==> src/rtl/uart_frame_defs.vh <==
`ifndef UART_FRAME_DEFS_VH
`define UART_FRAME_DEFS_VH
`define CSZ_5 3'h0
`define CSZ_6 3'h1
`define CSZ_7 3'h2
`define CSZ_8 3'h3
`define CSZ_9 3'h7
`define FIFO_W 9
`define FIFO_AW 4
`define FIFO_D 16
`define OVS_LAST 4'hF
`define OVS_MID 4'h7
`define BITCNT_W 4
`define ONE_BIT 4'h1
`endif

==> src/rtl/tx_fifo.v <==
`timescale 1ns/100ps
// Small synchronous FIFO; read data leave through a register.
module tx_fifo #(
   parameter WIDTH = 9,
   parameter AW = 4,
   parameter DEPTH = 16
) (
   input wire clk,
   input wire rst_b,
   input wire [WIDTH-1:0] in_data,
   input wire in_valid,
   output wire in_ready,
   output reg [WIDTH-1:0] out_data,
   output reg out_valid,
   input wire out_ready
);
   reg [WIDTH-1:0] mem [0:DEPTH-1];
   reg [AW:0] wr_reg;
   reg [AW:0] rd_reg;
   wire [AW:0] fill;
   wire mem_empty;
   wire pull;
   assign fill = wr_reg - rd_reg;
   assign in_ready = (fill != DEPTH[AW:0]);
   assign mem_empty = (fill == {(AW+1){1'b0}});
   // The output register is a stage of its own and refills when drained.
   assign pull = !mem_empty && (!out_valid || out_ready);
   always @(posedge clk) begin
      if (in_valid && in_ready) begin
         mem[wr_reg[AW-1:0]] <= in_data;
      end
   end
   always @(posedge clk) begin
      if (!rst_b) begin
         wr_reg <= {(AW+1){1'b0}};
         rd_reg <= {(AW+1){1'b0}};
         out_valid <= 1'b0;
         out_data <= {WIDTH{1'b0}};
      end else begin
         if (in_valid && in_ready) begin
            wr_reg <= wr_reg + 1'b1;
         end
         if (pull) begin
            out_data <= mem[rd_reg[AW-1:0]];
            out_valid <= 1'b1;
            rd_reg <= rd_reg + 1'b1;
         end else if (out_ready) begin
            out_valid <= 1'b0;
         end
      end
   end
endmodule

==> src/rtl/uart_frame_path.v <==
`timescale 1ns/100ps
`include "uart_frame_defs.vh"
module uart_frame_path (
   input wire mclk,
   input wire rst_b,
   input wire baud_tick,
   input wire sync_mode,
   input wire xfer_clock_pin,
   input wire [2:0] char_size_sel,
   input wire parity_enable_bit,
   input wire parity_odd,
   input wire two_stop,
   input wire tx_enable_bit,
   input wire rx_enable_bit,
   input wire tx_ninth_bit,
   input wire [7:0] tx_data,
   input wire tx_data_wr,
   output reg tx_data_ready,
   input wire tx_done_clr,
   input wire tx_done_irq_ack,
   input wire tx_buf_empty_irq_en,
   input wire tx_done_irq_en,
   input wire global_irq_en,
   output reg tx_buf_empty_flag,
   output reg tx_done_flag,
   output reg tx_buf_empty_irq,
   output reg tx_done_irq,
   input wire serial_in_pin,
   input wire port_in_value,
   output reg port_rx_value,
   output reg serial_out_pin,
   output reg serial_out_oe,
   input wire port_out_value,
   input wire port_out_oe,
   output reg [7:0] rx_data,
   output reg rx_ninth_bit,
   output reg rx_done_flag,
   input wire rx_data_rd
);
   ////////////////////////////////////////////////////////////////////////////
   localparam TX_IDLE = 3'h0;
   localparam TX_START = 3'h1;
   localparam TX_DATA = 3'h2;
   localparam TX_PAR = 3'h3;
   localparam TX_STOP = 3'h4;
   localparam RX_IDLE = 2'h0;
   localparam RX_START = 2'h1;
   localparam RX_DATA = 2'h2;
   localparam RX_STOP = 2'h3;

   function [3:0] data_bits;
      input [2:0] sel;
      begin
         case (sel)
            `CSZ_5: data_bits = 4'h5;
            `CSZ_6: data_bits = 4'h6;
            `CSZ_7: data_bits = 4'h7;
            `CSZ_9: data_bits = 4'h9;
            default: data_bits = 4'h8;
         endcase
      end
   endfunction

   function [8:0] data_mask;
      input [2:0] sel;
      begin
         case (sel)
            `CSZ_5: data_mask = 9'h01F;
            `CSZ_6: data_mask = 9'h03F;
            `CSZ_7: data_mask = 9'h07F;
            `CSZ_9: data_mask = 9'h1FF;
            default: data_mask = 9'h0FF;
         endcase
      end
   endfunction

   wire [3:0] nbits;
   wire [8:0] mask;
   assign nbits = data_bits(char_size_sel);
   assign mask = data_mask(char_size_sel);

   ////////////////////////////////////////////////////////////////////////////
   // Transmit buffer: the FIFO deepens the single buffer; empty flag tracks it.
   wire fifo_in_ready;
   wire [8:0] fifo_out;
   wire fifo_out_valid;
   wire load;
   wire wr_acc;
   wire [4:0] buf_cnt_next;
   reg [4:0] buf_cnt_reg;
   reg tx_on_reg;
   tx_fifo #(
      .WIDTH(`FIFO_W),
      .AW(`FIFO_AW),
      .DEPTH(`FIFO_D)
   ) u_fifo (
      .clk(mclk),
      .rst_b(rst_b),
      .in_data({tx_ninth_bit, tx_data}),
      .in_valid(tx_data_wr),
      .in_ready(fifo_in_ready),
      .out_data(fifo_out),
      .out_valid(fifo_out_valid),
      .out_ready(load)
   );

   reg [2:0] tx_st_reg;
   reg [8:0] tx_sh_reg;
   reg [3:0] tx_cnt_reg;
   reg tx_par_reg;
   reg tx_second_reg;
   reg tx_active_reg;
   reg xck_d_reg;
   wire tx_tick;
   wire last_stop;

   // In synchronous mode both directions step on the transfer clock rising edge.
   assign tx_tick = sync_mode ? (xfer_clock_pin && !xck_d_reg) : baud_tick;
   assign last_stop = (tx_st_reg == TX_STOP) && tx_tick && (tx_second_reg || !two_stop);
   // A cleared enable keeps the shifter running until nothing is left to send.
   assign load = (tx_enable_bit || tx_on_reg) && fifo_out_valid &&
                 ((tx_st_reg == TX_IDLE) || last_stop);
   // Words held anywhere in the buffer, FIFO memory and output stage alike.
   assign wr_acc = tx_data_wr && fifo_in_ready;
   assign buf_cnt_next = buf_cnt_reg + {4'h0, wr_acc} - {4'h0, load};

   always @(posedge mclk) begin
      if (!rst_b) begin
         tx_st_reg <= TX_IDLE;
         tx_sh_reg <= 9'h000;
         tx_cnt_reg <= 4'h0;
         tx_par_reg <= 1'b0;
         tx_second_reg <= 1'b0;
         tx_active_reg <= 1'b0;
         xck_d_reg <= 1'b0;
         serial_out_pin <= 1'b1;
         serial_out_oe <= 1'b0;
         tx_done_flag <= 1'b0;
         tx_buf_empty_flag <= 1'b1;
         tx_data_ready <= 1'b0;
         tx_buf_empty_irq <= 1'b0;
         tx_done_irq <= 1'b0;
         buf_cnt_reg <= 5'h00;
         tx_on_reg <= 1'b0;
      end else begin
         xck_d_reg <= xfer_clock_pin;
         buf_cnt_reg <= buf_cnt_next;
         tx_on_reg <= tx_enable_bit ||
                      (tx_on_reg && (tx_active_reg || (buf_cnt_reg != 5'h00)));
         if (load) begin
            tx_st_reg <= TX_START;
            tx_sh_reg <= fifo_out & mask;
            tx_par_reg <= ^(fifo_out & mask) ^ parity_odd;
            tx_cnt_reg <= 4'h0;
            tx_second_reg <= 1'b0;
            tx_active_reg <= 1'b1;
            serial_out_pin <= 1'b0;
         end else if (tx_tick) begin
            case (tx_st_reg)
               TX_START: begin
                  tx_st_reg <= TX_DATA;
                  serial_out_pin <= tx_sh_reg[0];
                  tx_sh_reg <= {1'b0, tx_sh_reg[8:1]};
                  tx_cnt_reg <= `ONE_BIT;
               end
               TX_DATA: begin
                  if (tx_cnt_reg == nbits) begin
                     if (parity_enable_bit) begin
                        tx_st_reg <= TX_PAR;
                        serial_out_pin <= tx_par_reg;
                     end else begin
                        tx_st_reg <= TX_STOP;
                        serial_out_pin <= 1'b1;
                     end
                  end else begin
                     serial_out_pin <= tx_sh_reg[0];
                     tx_sh_reg <= {1'b0, tx_sh_reg[8:1]};
                     tx_cnt_reg <= tx_cnt_reg + 1'b1;
                  end
               end
               TX_PAR: begin
                  tx_st_reg <= TX_STOP;
                  serial_out_pin <= 1'b1;
               end
               TX_STOP: begin
                  if (tx_second_reg || !two_stop) begin
                     tx_st_reg <= TX_IDLE;
                     tx_active_reg <= 1'b0;
                  end else begin
                     tx_second_reg <= 1'b1;
                  end
               end
               default: tx_st_reg <= TX_IDLE;
            endcase
         end
         // Pin is released only once nothing is left to send.
         if (tx_enable_bit || tx_on_reg || tx_active_reg || (buf_cnt_reg != 5'h00)) begin
            serial_out_oe <= 1'b1;
         end else begin
            serial_out_oe <= port_out_oe;
            serial_out_pin <= port_out_value;
         end
         // Set wins over the clear when both arrive together.
         if (last_stop && !load && (buf_cnt_reg == 5'h00) && !tx_data_wr) begin
            tx_done_flag <= 1'b1;
         end else if (tx_done_clr || tx_done_irq_ack) begin
            tx_done_flag <= 1'b0;
         end
         tx_buf_empty_flag <= (buf_cnt_next == 5'h00) && !tx_data_wr;
         tx_data_ready <= fifo_in_ready;
         tx_buf_empty_irq <= tx_buf_empty_flag && tx_buf_empty_irq_en && global_irq_en;
         tx_done_irq <= tx_done_flag && tx_done_irq_en && global_irq_en;
      end
   end

   ////////////////////////////////////////////////////////////////////////////
   // Receiver: 16x oversampling in asynchronous mode, transfer clock otherwise.
   reg [1:0] rx_st_reg;
   reg [3:0] ovs_reg;
   reg [3:0] rx_cnt_reg;
   reg [8:0] rx_sh_reg;
   wire rx_in;
   wire rx_sample;

   assign rx_in = rx_enable_bit ? serial_in_pin : 1'b1;
   assign rx_sample = sync_mode ? tx_tick : (baud_tick && (ovs_reg == `OVS_MID));

   always @(posedge mclk) begin
      if (!rst_b) begin
         rx_st_reg <= RX_IDLE;
         ovs_reg <= 4'h0;
         rx_cnt_reg <= 4'h0;
         rx_sh_reg <= 9'h000;
         rx_data <= 8'h00;
         rx_ninth_bit <= 1'b0;
         rx_done_flag <= 1'b0;
         port_rx_value <= 1'b1;
      end else begin
         port_rx_value <= rx_enable_bit ? 1'b1 : port_in_value;
         if (baud_tick) begin
            ovs_reg <= ovs_reg + 1'b1;
         end
         if (!rx_enable_bit) begin
            rx_st_reg <= RX_IDLE;
            rx_done_flag <= 1'b0;
         end else begin
            case (rx_st_reg)
               RX_IDLE: begin
                  if (!rx_in) begin
                     rx_st_reg <= RX_START;
                     ovs_reg <= 4'h0;
                  end
               end
               RX_START: begin
                  if (rx_sample) begin
                     if (!rx_in) begin
                        rx_st_reg <= RX_DATA;
                        rx_cnt_reg <= 4'h0;
                        rx_sh_reg <= 9'h000;
                     end else begin
                        rx_st_reg <= RX_IDLE;
                     end
                  end
               end
               RX_DATA: begin
                  if (rx_sample) begin
                     // Without parity the next sample must already be the stop bit.
                     if (rx_cnt_reg < nbits) begin
                        rx_sh_reg[rx_cnt_reg] <= rx_in;
                        rx_cnt_reg <= rx_cnt_reg + 1'b1;
                        if (((rx_cnt_reg + `ONE_BIT) == nbits) && !parity_enable_bit) begin
                           rx_st_reg <= RX_STOP;
                        end
                     end else begin
                        rx_cnt_reg <= rx_cnt_reg + 1'b1;
                        rx_st_reg <= RX_STOP;
                     end
                  end
               end
               RX_STOP: begin
                  if (rx_sample) begin
                     rx_st_reg <= RX_IDLE;
                     rx_data <= rx_sh_reg[7:0] & mask[7:0];
                     rx_ninth_bit <= rx_sh_reg[8] & mask[8];
                     rx_done_flag <= 1'b1;
                  end
               end
               default: rx_st_reg <= RX_IDLE;
            endcase
            if (rx_data_rd && !(rx_st_reg == RX_STOP && rx_sample)) begin
               rx_done_flag <= 1'b0;
            end
         end
      end
   end
endmodule

==> config.mk <==
export PLATFORM = sky130hd
export DESIGN_NAME = uart_frame_path
export DESIGN_NICKNAME = d
export VERILOG_FILES = /design/src/rtl/tx_fifo.v /design/src/rtl/uart_frame_path.v
export VERILOG_INCLUDE_DIRS = /design/src /design/src/rtl
export SDC_FILE = /design/constraint.sdc
export NUM_CORES = 1
export LEC_CHECK = 0
export BUFFER_PORTS_ARGS = -buffer_cell sky130_fd_sc_hd__buf_2
export CORE_UTILIZATION = 50
export CTS_CLUSTER_SIZE = 16
export DETAILED_ROUTE_END_ITERATION = 8
export PLACE_DENSITY = 0.76
export SLEW_MARGIN = 20
export SYNTH_ARGS = -nofsm -noshare
export SYNTH_HDL_FRONTEND = slang
export SYNTH_SLANG_ARGS = --single-unit
==> constraint.sdc <==
create_clock -name mclk -period 4.4 [get_ports mclk]
set_input_delay 0.88 -clock mclk [delete_from_list [all_inputs] [get_ports mclk]]
set_output_delay 0.88 -clock mclk [all_outputs]
set_load 0.005 [all_outputs]
* Yosys cells after proc, flatten, opt, wreduce, memory -nomap -nowiden
Memories as Yosys holds them, arrays and structs flattened. A register that Yosys moved wholly into a read port is not among the register bits.
Index checks and enable logic that the tools add are counted.
** Word-level totals
- Flip-flop bits (word level) :: 74
- Memories :: 1
- Memory bits (writable) :: 144
- Bits of input ports :: 33
** Memories
- u_fifo.mem :: words 16, width 9, rd ports 1, clocked after memory_dff 1, wr ports 1, RTL line tx_fifo.v:17 : reg [WIDTH-1:0] mem [0:DEPTH-1];
** Cells by class
- Bitwise logic cells :: 7
- Equal/unequal tests :: 29
- Add/sub/neg operators :: 8
- Reduce and logical (&&, ||, !) cells :: 71
- Magnitude comparators :: 3
- Multiplexer cells :: 58
** Operators by type and width (number)
- two-way mux 9 bit :: 7
- case mux 9 bit (2 select lines) :: 2
- case mux 9 bit (4 select lines) :: 1
- two-way mux 4 bit :: 8
- two-way mux 1 bit :: 22
- logical AND 1 bit :: 21
- AND reduction 3 bit :: 7
- inequality test 2 bit, second input constant :: 8
- case mux 4 bit (2 select lines) :: 2
- case mux 4 bit (4 select lines) :: 1
- logical NOT 5 bit :: 3
- two-way mux 2 bit :: 7
- nonzero test 2 bit :: 7
- adder 4 x 1 -> 4 bit, second input constant :: 3
- inequality test 3 bit, second input constant :: 4
- case mux 3 bit (4 select lines) :: 1
- adder 5 x 1 -> 5 bit, second input constant :: 2
- AND reduction 5 bit :: 2
- AND 9 bit :: 1
- bitwise mux 9 bit :: 1
- equality test 3 x 2 -> 1 bit, second input constant :: 3
- logical NOT 1 bit :: 9
- logical OR 1 bit :: 9
- two-way mux 3 bit :: 3
- 32 further kinds :: 42

* Longest topological paths before layout
- Depth after elaboration :: 12
- Mapped depth :: 16
- Depth with buffers taken out :: 13

* By module
Synthesis repeated with hierarchy kept, for this count alone.
** Unflattened totals
- Cells, all modules :: 771
- Area, all modules :: 10116.0 um^2
** By module, submodules not included
- tx_fifo :: area each 6593.8 um^2, instances 1, sequential area each 4724.5 um^2, cells each 358
- uart_frame_path :: area each 3522.1 um^2, instances 1, sequential area each 1261.2 um^2, cells each 413

* Least setup slack after synthesis
No wires, ideal clock.
- Path kind :: register -> register
- Start point :: reg u_fifo.rd_reg[1]
- End point :: reg tx_buf_empty_flag
- Data arrival time :: 3.542 ns
- Period minus slack after synthesis :: 3.633 ns
- Path buffers :: 3
- Path slack :: 0.767 ns
- Stages on the path, launching flop included :: 17
- Path through :: dfxtp_1 -> clkbuf_1 -> buf_2 -> inv_1 -> ha_1 -> and3b_1 -> o211ai_1 -> a211oi_2 -> nor2b_1 -> buf_2 -> ha_1 -> fa_1 -> a21oi_1 -> nor2_1 -> or3_1 -> and3_1 -> nor4_1
** Between the ends
- Word-level cells in the longest chain between the ends :: 7
** RTL lines
- start: declaration :: RTL line tx_fifo.v:19 : reg [AW:0] rd_reg;
- start signal: assignment :: RTL line tx_fifo.v:36 : rd_reg <= {(AW+1){1'b0}};
- start signal: assignment :: RTL line tx_fifo.v:46 : rd_reg <= rd_reg + 1'b1;
- subtractor 5 bit :: RTL line tx_fifo.v:23 : assign fill = wr_reg - rd_reg;
- inequality test 5 bit :: RTL line tx_fifo.v:24 : assign in_ready = (fill != DEPTH[AW:0]);
- logical AND 1 bit :: RTL line uart_frame_path.v:124 : assign wr_acc = tx_data_wr && fifo_in_ready;
- via wr_acc :: RTL line uart_frame_path.v:88 : wire wr_acc;
- adder 5 x 1 -> 5 bit :: RTL line uart_frame_path.v:125 : assign buf_cnt_next = buf_cnt_reg + {4'h0, wr_acc} - {4'h0, load};
- subtractor 5 x 1 -> 5 bit :: RTL line uart_frame_path.v:125
- logical NOT 5 bit :: RTL line uart_frame_path.v:209 : tx_buf_empty_flag <= (buf_cnt_next == 5'h00) && !tx_data_wr;
- logical AND 1 bit :: RTL line uart_frame_path.v:209
- end signal: assignment :: RTL line uart_frame_path.v:209
- end: declaration :: RTL line uart_frame_path.v:24 : output reg tx_buf_empty_flag,
The timed path passes the listed nets, and every way through them passes these cells.
A chain may end at the register's enable or synchronous reset.

* Worst setup path after layout
- Start point :: reg tx_st_reg[1]
- End point :: reg tx_buf_empty_flag
** Between the ends
- Word-level cells in the longest chain between the ends :: 8
** RTL lines
- start: declaration :: RTL line uart_frame_path.v:107 : reg [2:0] tx_st_reg;
- start signal: assignment :: RTL line uart_frame_path.v:129 : tx_st_reg <= TX_IDLE;
- start signal: assignment :: RTL line uart_frame_path.v:151 : tx_st_reg <= TX_START;
- start signal: assignment :: RTL line uart_frame_path.v:161 : tx_st_reg <= TX_DATA;
- equality test 3 bit :: RTL line uart_frame_path.v:119 : assign last_stop = (tx_st_reg == TX_STOP) && tx_tick && (tx_second_reg || !two_stop);
- logical AND 1 bit (2 in series) :: RTL line uart_frame_path.v:119
- logical OR 1 bit * :: RTL line uart_frame_path.v:122 : ((tx_st_reg == TX_IDLE) || last_stop);
- logical AND 1 bit * :: RTL line uart_frame_path.v:121 : assign load = (tx_enable_bit || tx_on_reg) && fifo_out_valid &&
- subtractor 5 x 1 -> 5 bit * :: RTL line uart_frame_path.v:125
- logical NOT 5 bit * :: RTL line uart_frame_path.v:209
- logical AND 1 bit * :: RTL line uart_frame_path.v:209
Every way passes the cells marked *; elsewhere a longest branch is shown, timed or not.

==> flow_summary.yaml <==
timing:
  rsz0062_at_grt: "false"
  clock.fmax_mhz: 292
  fin_tns_setup_ps: 0
  finalClockSkew_ps: 19.3
  max-slew-margin-rel: 0.360
  whs_ps: 457
  hold_viol_final: 0
  tightest_slew_ps: 955
  finalCritPeriodShare: 0.778
  setup_violations: 0
  fin_ws_ps: 975
  final_max_slew_viol_count: 0
  layout_min_cycle_time_ps: 3420
status:
  status: "finished clean"
grt:
  grt_max_degree: 40
  gr-total-overflow: 0
  track_usage: 0.206
  antenna_found_initial: 1
  grt_first_pass_wirelength_um: 32500
  first_global_vias: 6035
critical_path:
  critPathMaxFanout: 25
  critPathRequiredTime_ps: 4820
  worst_setup_path_end_kind: "register"
  crit_path_start_kind: "register"
  crit_type: "reg -> reg"
  arrival_ps: 3850
synth:
  ys_types: 76
  muxShareOfSynthArea: 0.112
  yosys.area_share.xor_xnor: 0.0229
  avgSynthCellArea_um2: 13.1
  netlist_area_um2: 10100
  syn_nets: 836
  syn_inst: 777
  synth-async-reset-ratio: 0
  synth_top_family_by_area: "simple AND/OR/NAND/NOR gates"
  ys_ff_latch: 227
  synth_compound_area_frac: 0.0919
  synth_fa_ha_area_frac: 0.0328
  ys.flop_type: "edfxtp_1"
  yosysWarnings: 0
  yosysSeqAreaShare: 0.590
  yosys.area_share.simple: 0.127
  synth_enable_flop_cells: 144
final_layout:
  largest_reg_flops: 144
  multiInputGateArea_um2: 3920
  fill_cells: 1612
  final_common_cell: "edfxtp_1"
  drive_above_1_share: 0.184
  syn_to_final_growth_pct: 12.1
  final_cell_mix: "edfxtp_1 (144), dfxtp_1 (82), nand2_1 (78), buf_2 (50), nor2_1 (40)"
  finalCoreUtilization: 0.579
  final-seq-area_um2: 5990
  nNetsFinal: 887
die:
  die_x_um: 144
  initial_core_util: 0.516
  dieHeight_um: 144
  ios: 51
  core_area_um2: 19700
  fp.dieArea_um2: 20900
  rows: 51
drt:
  first_pass_iters: 5
  vias_per_cell: 5.70
  dr.first_iter.drc_count: 479
  drtAntennaViolNets: 0
  drt_wl_total_um: 20900
  vias: 6330
  route.detailed.drc: 0
  wl_per_cell_um: 18.8
power:
  peakVddDrop_mv: 0.356
  powerDensity_nw_per_um2: 494
  leakage_nw: 4.08
min_path:
  hold_path_class: "reg -> reg"
clock_network:
  hold_buffers: 0
  cts_buffer_depth: 3
  root_buffer: "clkbuf_16"
  post_cts_buffers: 0
  cts.reportedPaths.clkPinSlew_ps: 60
  cts_resized: 0
  htree_levels: 1
  cts_buffers: 23
  clkLatencyLatePin_ps: 530
  cts_tree: "done"
  cts.sinks: 227
placed_design:
  port_buffers: 50
  place_ws_ps: 676
  gp_congestion: 0.802
  dpl.hpwl_um: 13600
job:
  cap_viol_max_count: 0
cells by family (layout without fill, tap and decap cells):
logic type	count (synthesis)	in the layout
AOI/OAI and AO/OA	129	129
muxes	67	67
other	0	1
xor gates and xnor gates	25	25
buffers and inverters	54	121
and+or+nand+nor	249	249
DFF	227	227
adders and majority gates	26	26
final timing paths:
path,start,end,slack (ps),depth (start not counted)
setup / recovery,tx_st_reg[1],tx_buf_empty_flag,980,13
hold / removal,rx_sh_reg[7],rx_sh_reg[7],460,2
setup reg to reg,tx_st_reg[1],tx_buf_empty_flag,980,13
hold reg to reg,rx_sh_reg[7],rx_sh_reg[7],460,2
synthesized netlist by cell type, types with 8 or more instances:
| master | n | area, um2 |
|---|---|---|
| nand3_1 | 17 | 85.1 |
| buf_2 | 8 | 40.0 |
| edfxtp_1 | 144 | 4320 |
| xor2_1 | 11 | 96.3 |
| nand2b_1 | 13 | 81.3 |
| nor2_1 | 40 | 150 |
| o21ai_0 | 27 | 135 |
| and2_1 | 12 | 75.1 |
| nand4_1 | 8 | 50.1 |
| clkbuf_1 | 18 | 67.6 |
| nor3_1 | 13 | 65.1 |
| inv_1 | 19 | 71.3 |
| nor2b_1 | 29 | 181 |
| a21oi_1 | 15 | 75.1 |
| dfxtp_1 | 83 | 1660 |
| nand2_1 | 78 | 293 |
| mux4_2 | 37 | 833 |
| ha_1 | 25 | 313 |
| mux2i_1 | 30 | 300 |
| a22oi_1 | 18 | 135 |
| xnor2_1 | 13 | 114 |
metal layers:
layer / global-route usage / up-vias / wire (um)
li1: - / 3018 / -
met1: 0.278 / 3079 / 9130
met2: 0.340 / 192 / 10000
met3: 0.0298 / 41 / 1100
met4: 0.0748 / 0 / 618
met5: 0 / - / 0
through the flow:
stage,cells,instance area (um2),total power [W]
final,1110,11400,0.00562
after global routing,1110,11400,0.00588
after CTS,1109,11400,0.00566
after detailed placement,1068,10600,0.00377
after global placement,1068,10600,0.00374
after floorplan,777,10100,0.00350
power by group:
part / internal [W] / switching (W)
logic: 0.000577 / 0.000644
clock network: 0.00109 / 0.000808
registers: 0.00239 / 0.000112
total: 0.00405 / 0.00156
critical path: stages, from the launching register on:
cell      delay, ps
dfxtp_1         790
nor2_1          140
o211ai_1        140
o21bai_4        220
inv_2           180
ha_1            310
inv_1            40
ha_1            190
fa_1            400
a21oi_1         160
nor2_1           60
or3_1           330
and3_1          190
nor4_1          160
area by class of cell:
cell class              count  area share
diodes                      1    0.000220
clock buffers              35      0.0607
clock inverters             6     0.00451
inverters                  22     0.00726
multi-input cells         496       0.345
flip-flops and latches    227       0.526
well taps                 265      0.0291
repair buffers             58      0.0273
(Power assumes the default switching activity.)
